<file path="config.mk">
export PLATFORM = sky130hd
export DESIGN_NAME = dlc_lockstep_top
export DESIGN_NICKNAME = d
export VERILOG_FILES = /design/src/hw/dlc_pkg.sv /design/src/hw/dlc_compare_unit.sv /design/src/hw/dlc_lockstep_top.sv
export VERILOG_INCLUDE_DIRS = /design/src /design/src/hw
export SDC_FILE = /design/constraint.sdc
export NUM_CORES = 1
export LEC_CHECK = 0
export BUFFER_PORTS_ARGS = -buffer_cell sky130_fd_sc_hd__buf_4
export CORE_AREA = 2 2 379 381
export DETAILED_ROUTE_END_ITERATION = 10
export DIE_AREA = 0 0 381 383
export GPL_ROUTABILITY_DRIVEN = 0
export SLEW_MARGIN = 10
export SYNTH_ARGS = -nofsm -noshare
export SYNTH_HDL_FRONTEND = slang
export SYNTH_SLANG_ARGS = --single-unit
</file>
<file path="constraint.sdc">
create_clock -name ref_clk -period 29.5 [get_ports ref_clk]
set_clock_uncertainty 0.2 [all_clocks]
set_input_delay 1.475 -clock ref_clk [delete_from_list [all_inputs] [get_ports ref_clk]]
set_output_delay 1.475 -clock ref_clk [all_outputs]
set_load 0.02 [all_outputs]
</file>
<file path="src/hw/dlc_defines.svh">
// Constants for the delayed lockstep checker
`ifndef DLC_DEFINES_SVH
`define DLC_DEFINES_SVH

// Signal group widths
`define DLC_ADDR_W          32
`define DLC_DATA_W          64
`define DLC_ECC_W           8
`define DLC_CTRL_W          8
`define DLC_RESP_W          8
`define DLC_IRQ_W           8

// Checker trails main by this many clock cycles
`define DLC_LOCKSTEP_DELAY  2
`define DLC_FILL_W          2

// Compare unit indices
`define DLC_UNIT_COUNT      4
`define DLC_UNIT_W          2
`define DLC_UNIT_BUS_REQ    2'h0
`define DLC_UNIT_BUS_WDATA  2'h1
`define DLC_UNIT_LMEM       2'h2
`define DLC_UNIT_DMA        2'h3

// Fault statistics
`define DLC_COUNT_W         8
`define DLC_COUNT_MAX       8'hff

// Reset values
`define DLC_ALARM_RESET     1'b0
`define DLC_UNIT_MASK_RESET 4'h0
`define DLC_COUNT_RESET     8'h00
`define DLC_FILL_RESET      2'h0

`endif

</file>
<file path="src/hw/dlc_pkg.sv">
// Types shared by the delayed lockstep checker
package dlc_pkg;

    // Functional outputs of one channel toward the rest of the chip
    typedef struct packed {
        logic [31:0] bus_addr;
        logic [7:0]  bus_ctrl;
        logic [63:0] bus_wdata;
        logic [7:0]  bus_wecc;
        logic [31:0] lmem_addr;
        logic [7:0]  lmem_ctrl;
        logic [63:0] lmem_wdata;
        logic [31:0] dma_addr;
        logic [7:0]  dma_ctrl;
        logic [63:0] dma_wdata;
    } dlc_tap_type;

    // Inputs split off from main and replayed to the checker
    typedef struct packed {
        logic [63:0] system_crossbar_rdata;
        logic [7:0]  system_crossbar_recc;
        logic [7:0]  system_crossbar_resp;
        logic [63:0] lmem_rdata;
        logic [7:0]  irq;
    } dlc_chk_in_type;

    typedef enum logic {
        DLC_ARM_FILL,
        DLC_ARM_LIVE
    } dlc_arm_state_type;

endpackage

</file>
<file path="src/hw/dlc_compare_unit.sv">
// One redundancy compare unit with a sticky alarm
`timescale 1ns/10ps
`include "dlc_defines.svh"
module dlc_compare_unit #(
    parameter int WIDTH = 8
) (
    input  wire logic             ref_clk,
    input  wire logic             rst_n,
    input  wire logic             clk_en,
    input  wire logic             arm,
    input  wire logic [WIDTH-1:0] ref_word,
    input  wire logic [WIDTH-1:0] chk_word,
    input  wire logic             clear,
    output logic                  mismatch_reg,
    output logic                  alarm_reg
);

    logic mismatch_now;
    logic mismatch_next;
    logic alarm_next;

    function automatic logic words_differ(input logic [WIDTH-1:0] a,
                                          input logic [WIDTH-1:0] b);
        return |(a ^ b);
    endfunction

    always_comb begin
        mismatch_now  = arm && words_differ(ref_word, chk_word);
        mismatch_next = mismatch_now;
        alarm_next    = alarm_reg;
        if (clear) begin
            alarm_next = `DLC_ALARM_RESET;
        end
        // Set wins so a mismatch in the clear cycle is kept
        if (mismatch_now) begin
            alarm_next = 1'b1;
        end
    end

    always_ff @(posedge ref_clk) begin
        if (!rst_n) begin
            mismatch_reg <= `DLC_ALARM_RESET;
            alarm_reg    <= `DLC_ALARM_RESET;
        end else if (clk_en) begin
            mismatch_reg <= mismatch_next;
            alarm_reg    <= alarm_next;
        end
    end

endmodule

</file>
<file path="src/hw/dlc_lockstep_top.sv">
// Delayed lockstep checker between the main and checker channels
//
// Function
// - Channel pair seen as one core, main executes
// - Each channel replicates core and bus logic
// - Checker runs two cycles behind main
// - Main outputs delayed before reaching comparators
// - Checker inputs are main inputs, delayed
// - Checker has no direct crossbar connection
// - Checker outputs end only in comparators
// - Every functional channel output is compared
// - Compare unit alarms on any difference
// - Deviation notifies the fault collection unit
// - Mismatch alarm latches until explicit clear
`timescale 1ns/10ps
`include "dlc_defines.svh"
module dlc_lockstep_top (
    input  wire logic                     ref_clk,
    input  wire logic                     rst_n,
    input  wire logic                     clk_en,
    // Main channel outputs, tapped beside their path to the crossbar
    input  wire logic [`DLC_ADDR_W-1:0]   main_bus_addr,
    input  wire logic [`DLC_CTRL_W-1:0]   main_bus_ctrl,
    input  wire logic [`DLC_DATA_W-1:0]   main_bus_wdata,
    input  wire logic [`DLC_ECC_W-1:0]    main_bus_wecc,
    input  wire logic [`DLC_ADDR_W-1:0]   main_lmem_addr,
    input  wire logic [`DLC_CTRL_W-1:0]   main_lmem_ctrl,
    input  wire logic [`DLC_DATA_W-1:0]   main_lmem_wdata,
    input  wire logic [`DLC_ADDR_W-1:0]   main_dma_addr,
    input  wire logic [`DLC_CTRL_W-1:0]   main_dma_ctrl,
    input  wire logic [`DLC_DATA_W-1:0]   main_dma_wdata,
    // Checker channel outputs, terminated here only
    input  wire logic [`DLC_ADDR_W-1:0]   chk_bus_addr,
    input  wire logic [`DLC_CTRL_W-1:0]   chk_bus_ctrl,
    input  wire logic [`DLC_DATA_W-1:0]   chk_bus_wdata,
    input  wire logic [`DLC_ECC_W-1:0]    chk_bus_wecc,
    input  wire logic [`DLC_ADDR_W-1:0]   chk_lmem_addr,
    input  wire logic [`DLC_CTRL_W-1:0]   chk_lmem_ctrl,
    input  wire logic [`DLC_DATA_W-1:0]   chk_lmem_wdata,
    input  wire logic [`DLC_ADDR_W-1:0]   chk_dma_addr,
    input  wire logic [`DLC_CTRL_W-1:0]   chk_dma_ctrl,
    input  wire logic [`DLC_DATA_W-1:0]   chk_dma_wdata,
    // Inputs as seen by the main channel
    input  wire logic [`DLC_DATA_W-1:0]   main_system_crossbar_rdata,
    input  wire logic [`DLC_ECC_W-1:0]    main_system_crossbar_recc,
    input  wire logic [`DLC_RESP_W-1:0]   main_system_crossbar_resp,
    input  wire logic [`DLC_DATA_W-1:0]   main_lmem_rdata,
    input  wire logic [`DLC_IRQ_W-1:0]    main_irq,
    // Delayed copies fed to the checker channel
    output logic      [`DLC_DATA_W-1:0]   chk_system_crossbar_rdata_reg,
    output logic      [`DLC_ECC_W-1:0]    chk_system_crossbar_recc_reg,
    output logic      [`DLC_RESP_W-1:0]   chk_system_crossbar_resp_reg,
    output logic      [`DLC_DATA_W-1:0]   chk_lmem_rdata_reg,
    output logic      [`DLC_IRQ_W-1:0]    chk_irq_reg,
    // Fault side
    input  wire logic [`DLC_UNIT_COUNT-1:0] fault_clear,
    output logic      [`DLC_UNIT_COUNT-1:0] unit_alarm_reg,
    output logic                          fault_alarm_reg,
    output logic                          fault_event_reg,
    output logic                          first_valid_reg,
    output logic      [`DLC_UNIT_W-1:0]   first_unit_reg,
    output logic      [`DLC_COUNT_W-1:0]  fault_count_reg,
    output logic                          compare_armed_reg
);

    // Delay lines; one array each, indexed by stage
    dlc_pkg::dlc_tap_type    main_pipe_reg  [0:`DLC_LOCKSTEP_DELAY-1];
    dlc_pkg::dlc_tap_type    main_pipe_next [0:`DLC_LOCKSTEP_DELAY-1];
    dlc_pkg::dlc_chk_in_type in_pipe_reg    [0:`DLC_LOCKSTEP_DELAY-1];
    dlc_pkg::dlc_chk_in_type in_pipe_next   [0:`DLC_LOCKSTEP_DELAY-1];

    dlc_pkg::dlc_tap_type    main_tap;
    dlc_pkg::dlc_tap_type    chk_tap;
    dlc_pkg::dlc_tap_type    main_aligned;
    dlc_pkg::dlc_chk_in_type main_in;
    dlc_pkg::dlc_chk_in_type chk_in;

    dlc_pkg::dlc_arm_state_type arm_state_reg;
    dlc_pkg::dlc_arm_state_type arm_state_next;
    logic [`DLC_FILL_W-1:0]     fill_cnt_reg;
    logic [`DLC_FILL_W-1:0]     fill_cnt_next;
    logic                       compare_armed_next;

    logic [`DLC_UNIT_COUNT-1:0] unit_mismatch;
    logic                       fault_alarm_next;
    logic                       fault_event_next;
    logic                       first_valid_next;
    logic [`DLC_UNIT_W-1:0]     first_unit_next;
    logic [`DLC_COUNT_W-1:0]    fault_count_next;

    // Main channel taps; main drives the crossbar itself, this is a copy
    always_comb begin
        main_tap.bus_addr   = main_bus_addr;
        main_tap.bus_ctrl   = main_bus_ctrl;
        main_tap.bus_wdata  = main_bus_wdata;
        main_tap.bus_wecc   = main_bus_wecc;
        main_tap.lmem_addr  = main_lmem_addr;
        main_tap.lmem_ctrl  = main_lmem_ctrl;
        main_tap.lmem_wdata = main_lmem_wdata;
        main_tap.dma_addr   = main_dma_addr;
        main_tap.dma_ctrl   = main_dma_ctrl;
        main_tap.dma_wdata  = main_dma_wdata;
    end

    // Checker outputs go nowhere but the compare units
    always_comb begin
        chk_tap.bus_addr   = chk_bus_addr;
        chk_tap.bus_ctrl   = chk_bus_ctrl;
        chk_tap.bus_wdata  = chk_bus_wdata;
        chk_tap.bus_wecc   = chk_bus_wecc;
        chk_tap.lmem_addr  = chk_lmem_addr;
        chk_tap.lmem_ctrl  = chk_lmem_ctrl;
        chk_tap.lmem_wdata = chk_lmem_wdata;
        chk_tap.dma_addr   = chk_dma_addr;
        chk_tap.dma_ctrl   = chk_dma_ctrl;
        chk_tap.dma_wdata  = chk_dma_wdata;
    end

    // Checker inputs split off the main channel inputs
    always_comb begin
        main_in.system_crossbar_rdata = main_system_crossbar_rdata;
        main_in.system_crossbar_recc  = main_system_crossbar_recc;
        main_in.system_crossbar_resp  = main_system_crossbar_resp;
        main_in.lmem_rdata = main_lmem_rdata;
        main_in.irq        = main_irq;
    end

    // Shift both delay lines by one stage
    always_comb begin
        main_pipe_next[0] = main_tap;
        in_pipe_next[0]   = main_in;
        for (int i = 1; i < `DLC_LOCKSTEP_DELAY; i++) begin
            main_pipe_next[i] = main_pipe_reg[i-1];
            in_pipe_next[i]   = in_pipe_reg[i-1];
        end
    end

    always_ff @(posedge ref_clk) begin
        if (!rst_n) begin
            for (int i = 0; i < `DLC_LOCKSTEP_DELAY; i++) begin
                main_pipe_reg[i] <= '0;
                in_pipe_reg[i]   <= '0;
            end
        end else if (clk_en) begin
            for (int i = 0; i < `DLC_LOCKSTEP_DELAY; i++) begin
                main_pipe_reg[i] <= main_pipe_next[i];
                in_pipe_reg[i]   <= in_pipe_next[i];
            end
        end
    end

    assign main_aligned = main_pipe_reg[`DLC_LOCKSTEP_DELAY-1];
    assign chk_in       = in_pipe_reg[`DLC_LOCKSTEP_DELAY-1];

    // Replayed inputs; last pipe stage is the output flop
    assign chk_system_crossbar_rdata_reg = chk_in.system_crossbar_rdata;
    assign chk_system_crossbar_recc_reg  = chk_in.system_crossbar_recc;
    assign chk_system_crossbar_resp_reg  = chk_in.system_crossbar_resp;
    assign chk_lmem_rdata_reg = chk_in.lmem_rdata;
    assign chk_irq_reg        = chk_in.irq;

    // Pipes hold reset zeros until filled; comparing then would false alarm
    always_comb begin
        arm_state_next     = arm_state_reg;
        fill_cnt_next      = fill_cnt_reg;
        compare_armed_next = 1'b0;
        unique case (arm_state_reg)
            dlc_pkg::DLC_ARM_FILL: begin
                if (fill_cnt_reg == `DLC_FILL_W'(`DLC_LOCKSTEP_DELAY - 1)) begin
                    arm_state_next     = dlc_pkg::DLC_ARM_LIVE;
                    compare_armed_next = 1'b1;
                end else begin
                    fill_cnt_next = fill_cnt_reg + `DLC_FILL_W'(1);
                end
            end
            dlc_pkg::DLC_ARM_LIVE: begin
                compare_armed_next = 1'b1;
            end
        endcase
    end

    always_ff @(posedge ref_clk) begin
        if (!rst_n) begin
            arm_state_reg     <= dlc_pkg::DLC_ARM_FILL;
            fill_cnt_reg      <= `DLC_FILL_RESET;
            compare_armed_reg <= 1'b0;
        end else if (clk_en) begin
            arm_state_reg     <= arm_state_next;
            fill_cnt_reg      <= fill_cnt_next;
            compare_armed_reg <= compare_armed_next;
        end
    end

    // One compare unit per functional output group
    dlc_compare_unit #(
        .WIDTH (`DLC_ADDR_W + `DLC_CTRL_W)
    ) u_cmp_bus_req (
        .ref_clk      (ref_clk),
        .rst_n        (rst_n),
        .clk_en       (clk_en),
        .arm          (compare_armed_reg),
        .ref_word     ({main_aligned.bus_addr, main_aligned.bus_ctrl}),
        .chk_word     ({chk_tap.bus_addr, chk_tap.bus_ctrl}),
        .clear        (fault_clear[`DLC_UNIT_BUS_REQ]),
        .mismatch_reg (unit_mismatch[`DLC_UNIT_BUS_REQ]),
        .alarm_reg    (unit_alarm_reg[`DLC_UNIT_BUS_REQ])
    );

    dlc_compare_unit #(
        .WIDTH (`DLC_DATA_W + `DLC_ECC_W)
    ) u_cmp_bus_wdata (
        .ref_clk      (ref_clk),
        .rst_n        (rst_n),
        .clk_en       (clk_en),
        .arm          (compare_armed_reg),
        .ref_word     ({main_aligned.bus_wdata, main_aligned.bus_wecc}),
        .chk_word     ({chk_tap.bus_wdata, chk_tap.bus_wecc}),
        .clear        (fault_clear[`DLC_UNIT_BUS_WDATA]),
        .mismatch_reg (unit_mismatch[`DLC_UNIT_BUS_WDATA]),
        .alarm_reg    (unit_alarm_reg[`DLC_UNIT_BUS_WDATA])
    );

    dlc_compare_unit #(
        .WIDTH (`DLC_ADDR_W + `DLC_CTRL_W + `DLC_DATA_W)
    ) u_cmp_lmem (
        .ref_clk      (ref_clk),
        .rst_n        (rst_n),
        .clk_en       (clk_en),
        .arm          (compare_armed_reg),
        .ref_word     ({main_aligned.lmem_addr, main_aligned.lmem_ctrl,
                        main_aligned.lmem_wdata}),
        .chk_word     ({chk_tap.lmem_addr, chk_tap.lmem_ctrl, chk_tap.lmem_wdata}),
        .clear        (fault_clear[`DLC_UNIT_LMEM]),
        .mismatch_reg (unit_mismatch[`DLC_UNIT_LMEM]),
        .alarm_reg    (unit_alarm_reg[`DLC_UNIT_LMEM])
    );

    dlc_compare_unit #(
        .WIDTH (`DLC_ADDR_W + `DLC_CTRL_W + `DLC_DATA_W)
    ) u_cmp_dma (
        .ref_clk      (ref_clk),
        .rst_n        (rst_n),
        .clk_en       (clk_en),
        .arm          (compare_armed_reg),
        .ref_word     ({main_aligned.dma_addr, main_aligned.dma_ctrl,
                        main_aligned.dma_wdata}),
        .chk_word     ({chk_tap.dma_addr, chk_tap.dma_ctrl, chk_tap.dma_wdata}),
        .clear        (fault_clear[`DLC_UNIT_DMA]),
        .mismatch_reg (unit_mismatch[`DLC_UNIT_DMA]),
        .alarm_reg    (unit_alarm_reg[`DLC_UNIT_DMA])
    );

    // Notification toward the fault collection unit
    always_comb begin
        fault_alarm_next = |unit_alarm_reg;
        fault_event_next = |unit_mismatch;
        first_valid_next = first_valid_reg;
        first_unit_next  = first_unit_reg;
        fault_count_next = fault_count_reg;
        if (first_valid_reg && fault_clear[first_unit_reg]) begin
            first_valid_next = 1'b0;
            fault_count_next = `DLC_COUNT_RESET;
        end
        // Lowest index wins when several units trip together
        if (!first_valid_next && |unit_mismatch) begin
            first_valid_next = 1'b1;
            for (int u = `DLC_UNIT_COUNT - 1; u >= 0; u--) begin
                if (unit_mismatch[u]) begin
                    first_unit_next = `DLC_UNIT_W'(u);
                end
            end
        end
        // Counts cycles with a mismatch, saturating
        if (|unit_mismatch && fault_count_next != `DLC_COUNT_MAX) begin
            fault_count_next = fault_count_next + `DLC_COUNT_W'(1);
        end
    end

    always_ff @(posedge ref_clk) begin
        if (!rst_n) begin
            fault_alarm_reg <= `DLC_ALARM_RESET;
            fault_event_reg <= 1'b0;
            first_valid_reg <= 1'b0;
            first_unit_reg  <= `DLC_UNIT_BUS_REQ;
            fault_count_reg <= `DLC_COUNT_RESET;
        end else if (clk_en) begin
            fault_alarm_reg <= fault_alarm_next;
            fault_event_reg <= fault_event_next;
            first_valid_reg <= first_valid_next;
            first_unit_reg  <= first_unit_next;
            fault_count_reg <= fault_count_next;
        end
    end

endmodule

</file>
==> flow_metrics.tcl, run 1 <==
set metrics [dict create \
    wire_per_inst_um 22.6 \
    synth_cell_types 48 \
    drcViolationCount 0 \
    syn_inst 2662 \
    portBuffers 968 \
    yosys-top-cells-area "edfxtp_1, and3_1, xor2_1" \
    arrival_ns 5.84 \
    use_met2_pct 26.4 \
    grt_max_degree 279 \
    synth_compound_area_share_pct 0.819 \
    final_nets 4348 \
    busiest_layer "met2" \
    leakage_nw 23.9 \
    synth_top_area_share_pct 71.3 \
    power_density_nw_per_um2 61.8 \
    synth.ff_latch_count 968 \
    hold_viol 0 \
    setup_violations 0 \
    syn_nets 3463 \
    synth-xor-area-share_pct 7.08 \
    synth_ff_type "edfxtp_1" \
    post-route-min-period_ns 5.73 \
    synth_top_area_cell "edfxtp_1" \
    synth_fa_ha_area_share_pct 0.0630 \
    placed_area_um2 48800 \
    end_kind "register" \
    path_cells "buf_8 > nor2b_1 > inv_8 > buf_4 > buf_4 > buf_4" \
    core-area_um2 142000 \
    fin_crit_sh_pct 19.4 \
    synth_area_um2 39700 \
    start_util_pct 27.9 \
    cpMostUsedCell "buf_4" \
    syn_area_per_cell_um2 14.9 \
    cap_viol_max_count 0 \
    min_from "u_cmp_dma.mismatch_reg$_SDFFE_PN0P_" \
    ant_nets 0 \
    synth_enable_flop_cells 944 \
    critPathKind "input port to register" \
    clk_pin_slew_ns 0.06 \
    drt-pass1-iter-count 5 \
    root_buffer "clkbuf_16" \
    path_max_fanout 131 \
    wirelength_um 125000 \
    htree_levels 3 \
    cts_setup_buffers 0 \
    layout_commonest_cell "buf_4" \
    die_area_um2 146000 \
    largest_register_ff_count 640 \
    num_vias 25200 \
    post_cts_resized 0 \
    yosys-mux-area-fraction_pct 0.0567 \
    grt_usage_pct 16.4 \
    grt.met1_usage_pct 21.3 \
    grt_remaining_overflow 0 \
    grt_pass1_vias 24800 \
    die_x_um 381 \
    yosys.area_share.simple_pct 17.2 \
    critPathBufInv 5 \
    status "finished clean" \
    synth_top_family_by_area "simple AND/OR/NAND/NOR gates" \
    fmax_mhz 175 \
    vias_per_cell 4.54 \
    slowest_delay_ns 0.92 \
    rsz0062_at_grt "no" \
    cts_hold_buf 0 \
    place_inst 5341 \
    fill_cells 13700 \
    tightest_slew_ns 1.13 \
    slew_viol_final 0 \
    yosys_warnings 0 \
    clk_latency_ns 0.71 \
    cts_sinks 968 \
    cts_made_buffers 107 \
    dp_hpwl_um 90000 \
    drive_gt1_share_pct 31.6 \
    tns_ns 0 \
    ios 969 \
    cp_top_family "buffers and inverters" \
    seq_area_frac_synth_pct 72.5 \
    layout_common_cells "buf_4, and3_1, edfxtp_1" \
    rows 139 \
    cts_buffer_depth 3 \
    drt_iter0_markers 2149 \
    async_flop_share_pct 0 \
    use_met3_pct 4.90 \
    die_h_um 383 \
    antenna_found_initial 40 \
    hold_class "register to register" \
    grt_pass1_wl_um 175000 \
    final_cell_area_um2 52100 \
    syn2layout_area_growth_pct 31.1 \
    crit_path_start "clk_en" \
    vdd_drop_max_v 0.0000532 \
    max_slew_margin_pct 24.8 \
    critPathLaunchType "input port" \
    reg2reg_from "first_unit_reg[1]$_SDFFE_PN0P_" \
    required_ns 29.61 \
    tritoncts "done" \
    fin_cells 5554 \
    crit_path_top_delay_cell "buf_4" \
]
## synthesized netlist by cell type (5+ instances only)
cell      count
nand2_1      20
edfxtp_1    944
nand4_1      40
clkbuf_1    208
nor2_1        6
a21oi_1       6
dfxtp_1      24
xnor2_1     104
xor2_1      217
nor4_1       64
o21ai_0       5
and3_1      945
nand3_1       7
## per-layer routing
metal	vias to the layer above	share of wire [%]
met5	-	0.12
met3	159	7.8
met1	12200	42
li1	11900	-
met4	20	2.4
met2	888	48
## tightest hold or removal path, cell delays in order, from the launching register on
cell	delay, ns
dfxtp_1	0.33
nand2_1	0.07
a32oi_1	0.04
## cell families after synthesis
logic type / count (synthesis)
compound gates: 44
simple gates: 1103
mux: 1
buf+inv: 223
fa+ha+maj: 2
xor+xnor: 321
flops: 968
## report_power, final
| part | leakage [nW] | switching [mW] | internal [mW] |
|---|---|---|---|
| sequential | 10.5 | 0.0378 | 1.62 |
| clock | 1.58 | 0.559 | 0.700 |
| combinational | 11.8 | 0.161 | 0.143 |
## path summary, 6_finish.rpt
path / end / slack (ns) / cells after the start
worst min-delay path: u_cmp_dma.mismatch_reg$_SDFFE_PN0P_ / 0.29 / 2
worst min register to register: u_cmp_dma.mismatch_reg$_SDFFE_PN0P_ / 0.29 / 2
worst max register to register: fault_count_reg[7]$_SDFFE_PN0P_ / 26.72 / 9
worst max-delay path: in_pipe_reg[0][159]$_SDFFCE_PN0P_ / 23.77 / 6
## layout make-up
| cell class | instances | area, um^2 | share of cell area, % |
|---|---|---|---|
| clock inverter | 59 | 474 | 0.910 |
| sequential | 968 | 28800 | 55.3 |
| multi-input combinational | 1471 | 10000 | 19.3 |
| antenna | 21 | 52.6 | 0.101 |
| tap | 1903 | 2380 | 4.57 |
| inverter | 4 | 22.5 | 0.0432 |
| timing repair buffer | 995 | 7520 | 14.4 |
| clock buffer | 133 | 2800 | 5.37 |
## per-stage QoR
| stage | util (%) | total power [mW] | hold slack (ns) | setup slack (ns) |
|---|---|---|---|---|
| 3_5_place_dp | 34.3 | 2.00 | 0.283 | 22.99 |
| 4_1_cts | 36.6 | 3.26 | 0.299 | 23.79 |
| 5_1_grt | 36.6 | 3.34 | 0.331 | 23.41 |
| 3_3_place_gp | 34.3 | 1.99 | 0.272 | 23.11 |
| 6_report | 36.6 | 3.22 | 0.293 | 23.77 |
| 2_1_floorplan | - | 1.86 | 0.251 | 7.89 |
Power figures use the tool's default switching activity.
==> inputs of run 2 (changes only) <==
clock period = 4.7 ns   (was 29.5 ns; I/O delays follow)
==> flow_metrics.tcl, run 2 (synthesis gave the netlist of run 1 again) <==
set metrics [dict create \
    die_x_um 381 \
    htree_levels 3 \
    vias_per_cell 4.51 \
    hold_viol 0 \
    start_util_pct 27.9 \
    grt_max_degree 249 \
    arrival_ns 4.65 \
    grt_pass1_wl_um 185000 \
    fin_crit_sh_pct 90.9 \
    max_slew_margin_pct 17.1 \
    hold_class "input port to register" \
    setup_violations 0 \
    drive_gt1_share_pct 27.9 \
    grt_remaining_overflow 0 \
    hold_depth 7 \
    tightest_slew_ns 1.23 \
    fill_cells 13200 \
    drcViolationCount 0 \
    leakage_nw 26.5 \
    dp_hpwl_um 91600 \
    status "finished clean" \
    grt_usage_pct 17.2 \
    largest_register_ff_count 640 \
    critPathKind "register to register" \
    syn2layout_area_growth_pct 45.8 \
    post-route-min-period_ns 4.27 \
    cts_buffer_depth 3 \
    root_buffer "clkbuf_16" \
    slew_viol_final 0 \
    fmax_mhz 234 \
    cts_made_buffers 103 \
    wirelength_um 131000 \
    clk_pin_slew_ns 0.06 \
    required_ns 5.08 \
    place_inst 5359 \
    num_vias 27600 \
    antenna_found_initial 35 \
    portBuffers 968 \
    rows 139 \
    tritoncts "done" \
    ant_nets 0 \
    die_area_um2 146000 \
    cts_setup_buffers 0 \
    fin_cells 6127 \
    drt_iter0_markers 1889 \
    die_h_um 383 \
    end_kind "register" \
    cap_viol_max_count 0 \
    tns_ns 0 \
    drt-pass1-iter-count 5 \
    final_nets 4920 \
    layout_commonest_cell "buf_4" \
    ios 969 \
    wire_per_inst_um 21.3 \
    cts_sinks 968 \
    core-area_um2 142000 \
    ff2ff_path_depth 9 \
    power_density_nw_per_um2 357 \
    layout_common_cells "buf_4, and3_1, edfxtp_1" \
    rsz0062_at_grt "no" \
    path_max_fanout 2 \
    vdd_drop_max_v 0.000316 \
    clk_latency_ns 0.70 \
    critPathLaunchType "register" \
    grt_pass1_vias 28200 \
]
run 2: cell count changes in the layout (fill, tap and decap cells not counted), moves of 4 or more:
cell	before	now
clkinv_2	11	16
buf_4	990	1002
clkinv_1	32	28
buf_12	3	9
dlygate4sd3_1	0	558
clkbuf_1	25	21
run 2: stage by stage:
step                      util (%)  hold WS (ns)  setup slack, ns  total power [mW]  instance area, um^2
after floorplan                  -         0.243           -10.76              11.6                39800
after global placement        34.4         0.269             1.46              12.5                49000
after detailed placement      34.5         0.278             1.43              12.5                49000
after CTS                     40.7        0.0969            0.293              20.9                57900
after global routing          40.7         0.139            0.241              21.4                57900
final                         40.7         0.123            0.429              20.7                57900
run 2: path summary, 6_finish.rpt:
check	from	end	slack, ns
setup reg to reg	main_pipe_reg[0][449]$_SDFFCE_PN0P_	u_cmp_lmem.mismatch_reg$_SDFFE_PN0P_	0.43
hold reg to reg	fault_event_reg$_SDFFE_PN0P_	fault_event_reg$_SDFFE_PN0P_	0.29
hold / removal	chk_bus_addr[3]	u_cmp_bus_req.mismatch_reg$_SDFFE_PN0P_	0.12
setup / recovery	main_pipe_reg[0][449]$_SDFFCE_PN0P_	u_cmp_lmem.mismatch_reg$_SDFFE_PN0P_	0.43
run 2: timing repair:
item / CTS / global route
hold buffers: 558 / 0
endpoints found under the hold margin: 550 / 0
resized for setup: 0 / 0
run 2: cell type report:
cell class	count	area, um^2	area share [%]
Sequential cell	968	28800	49.8
Clock buffer	129	2750	4.74
Timing Repair Buffer	1571	13300	23.0
Clock inverter	62	531	0.916
Tap cell	1903	2380	4.11
Antenna cell	19	47.5	0.0821
Inverter	4	18.8	0.0324
Multi-Input combinational cell	1471	10100	17.4
run 2: per-layer routing:
layer | up-vias | part of all wire (%) | track usage, %
li1 | 13000 | - | -
met1 | 13300 | 41 | 21.3
met2 | 1000 | 46 | 27.0
met3 | 241 | 8.7 | 5.66
met4 | 24 | 4.3 | 8.12
met5 | - | 0.13 | 0
run 2: power by group:
| part | total (mW) | internal [mW] | switching [mW] |
|---|---|---|---|
| clock network | 7.91 | 4.44 | 3.47 |
| registers | 10.4 | 10.2 | 0.233 |
| logic | 2.35 | 1.21 | 1.14 |
run 2: worst max-delay path: stages (launching register included):
cell and delay [ns]:
edfxtp_1 0.38, xor2_1 0.17, nor4_1 0.27, dlygate4sd3_1 0.59
nand2_1 0.05, dlygate4sd3_1 0.59, nor4_2 0.49, dlygate4sd3_1 0.72
a32oi_1 0.12, dlygate4sd3_1 0.58
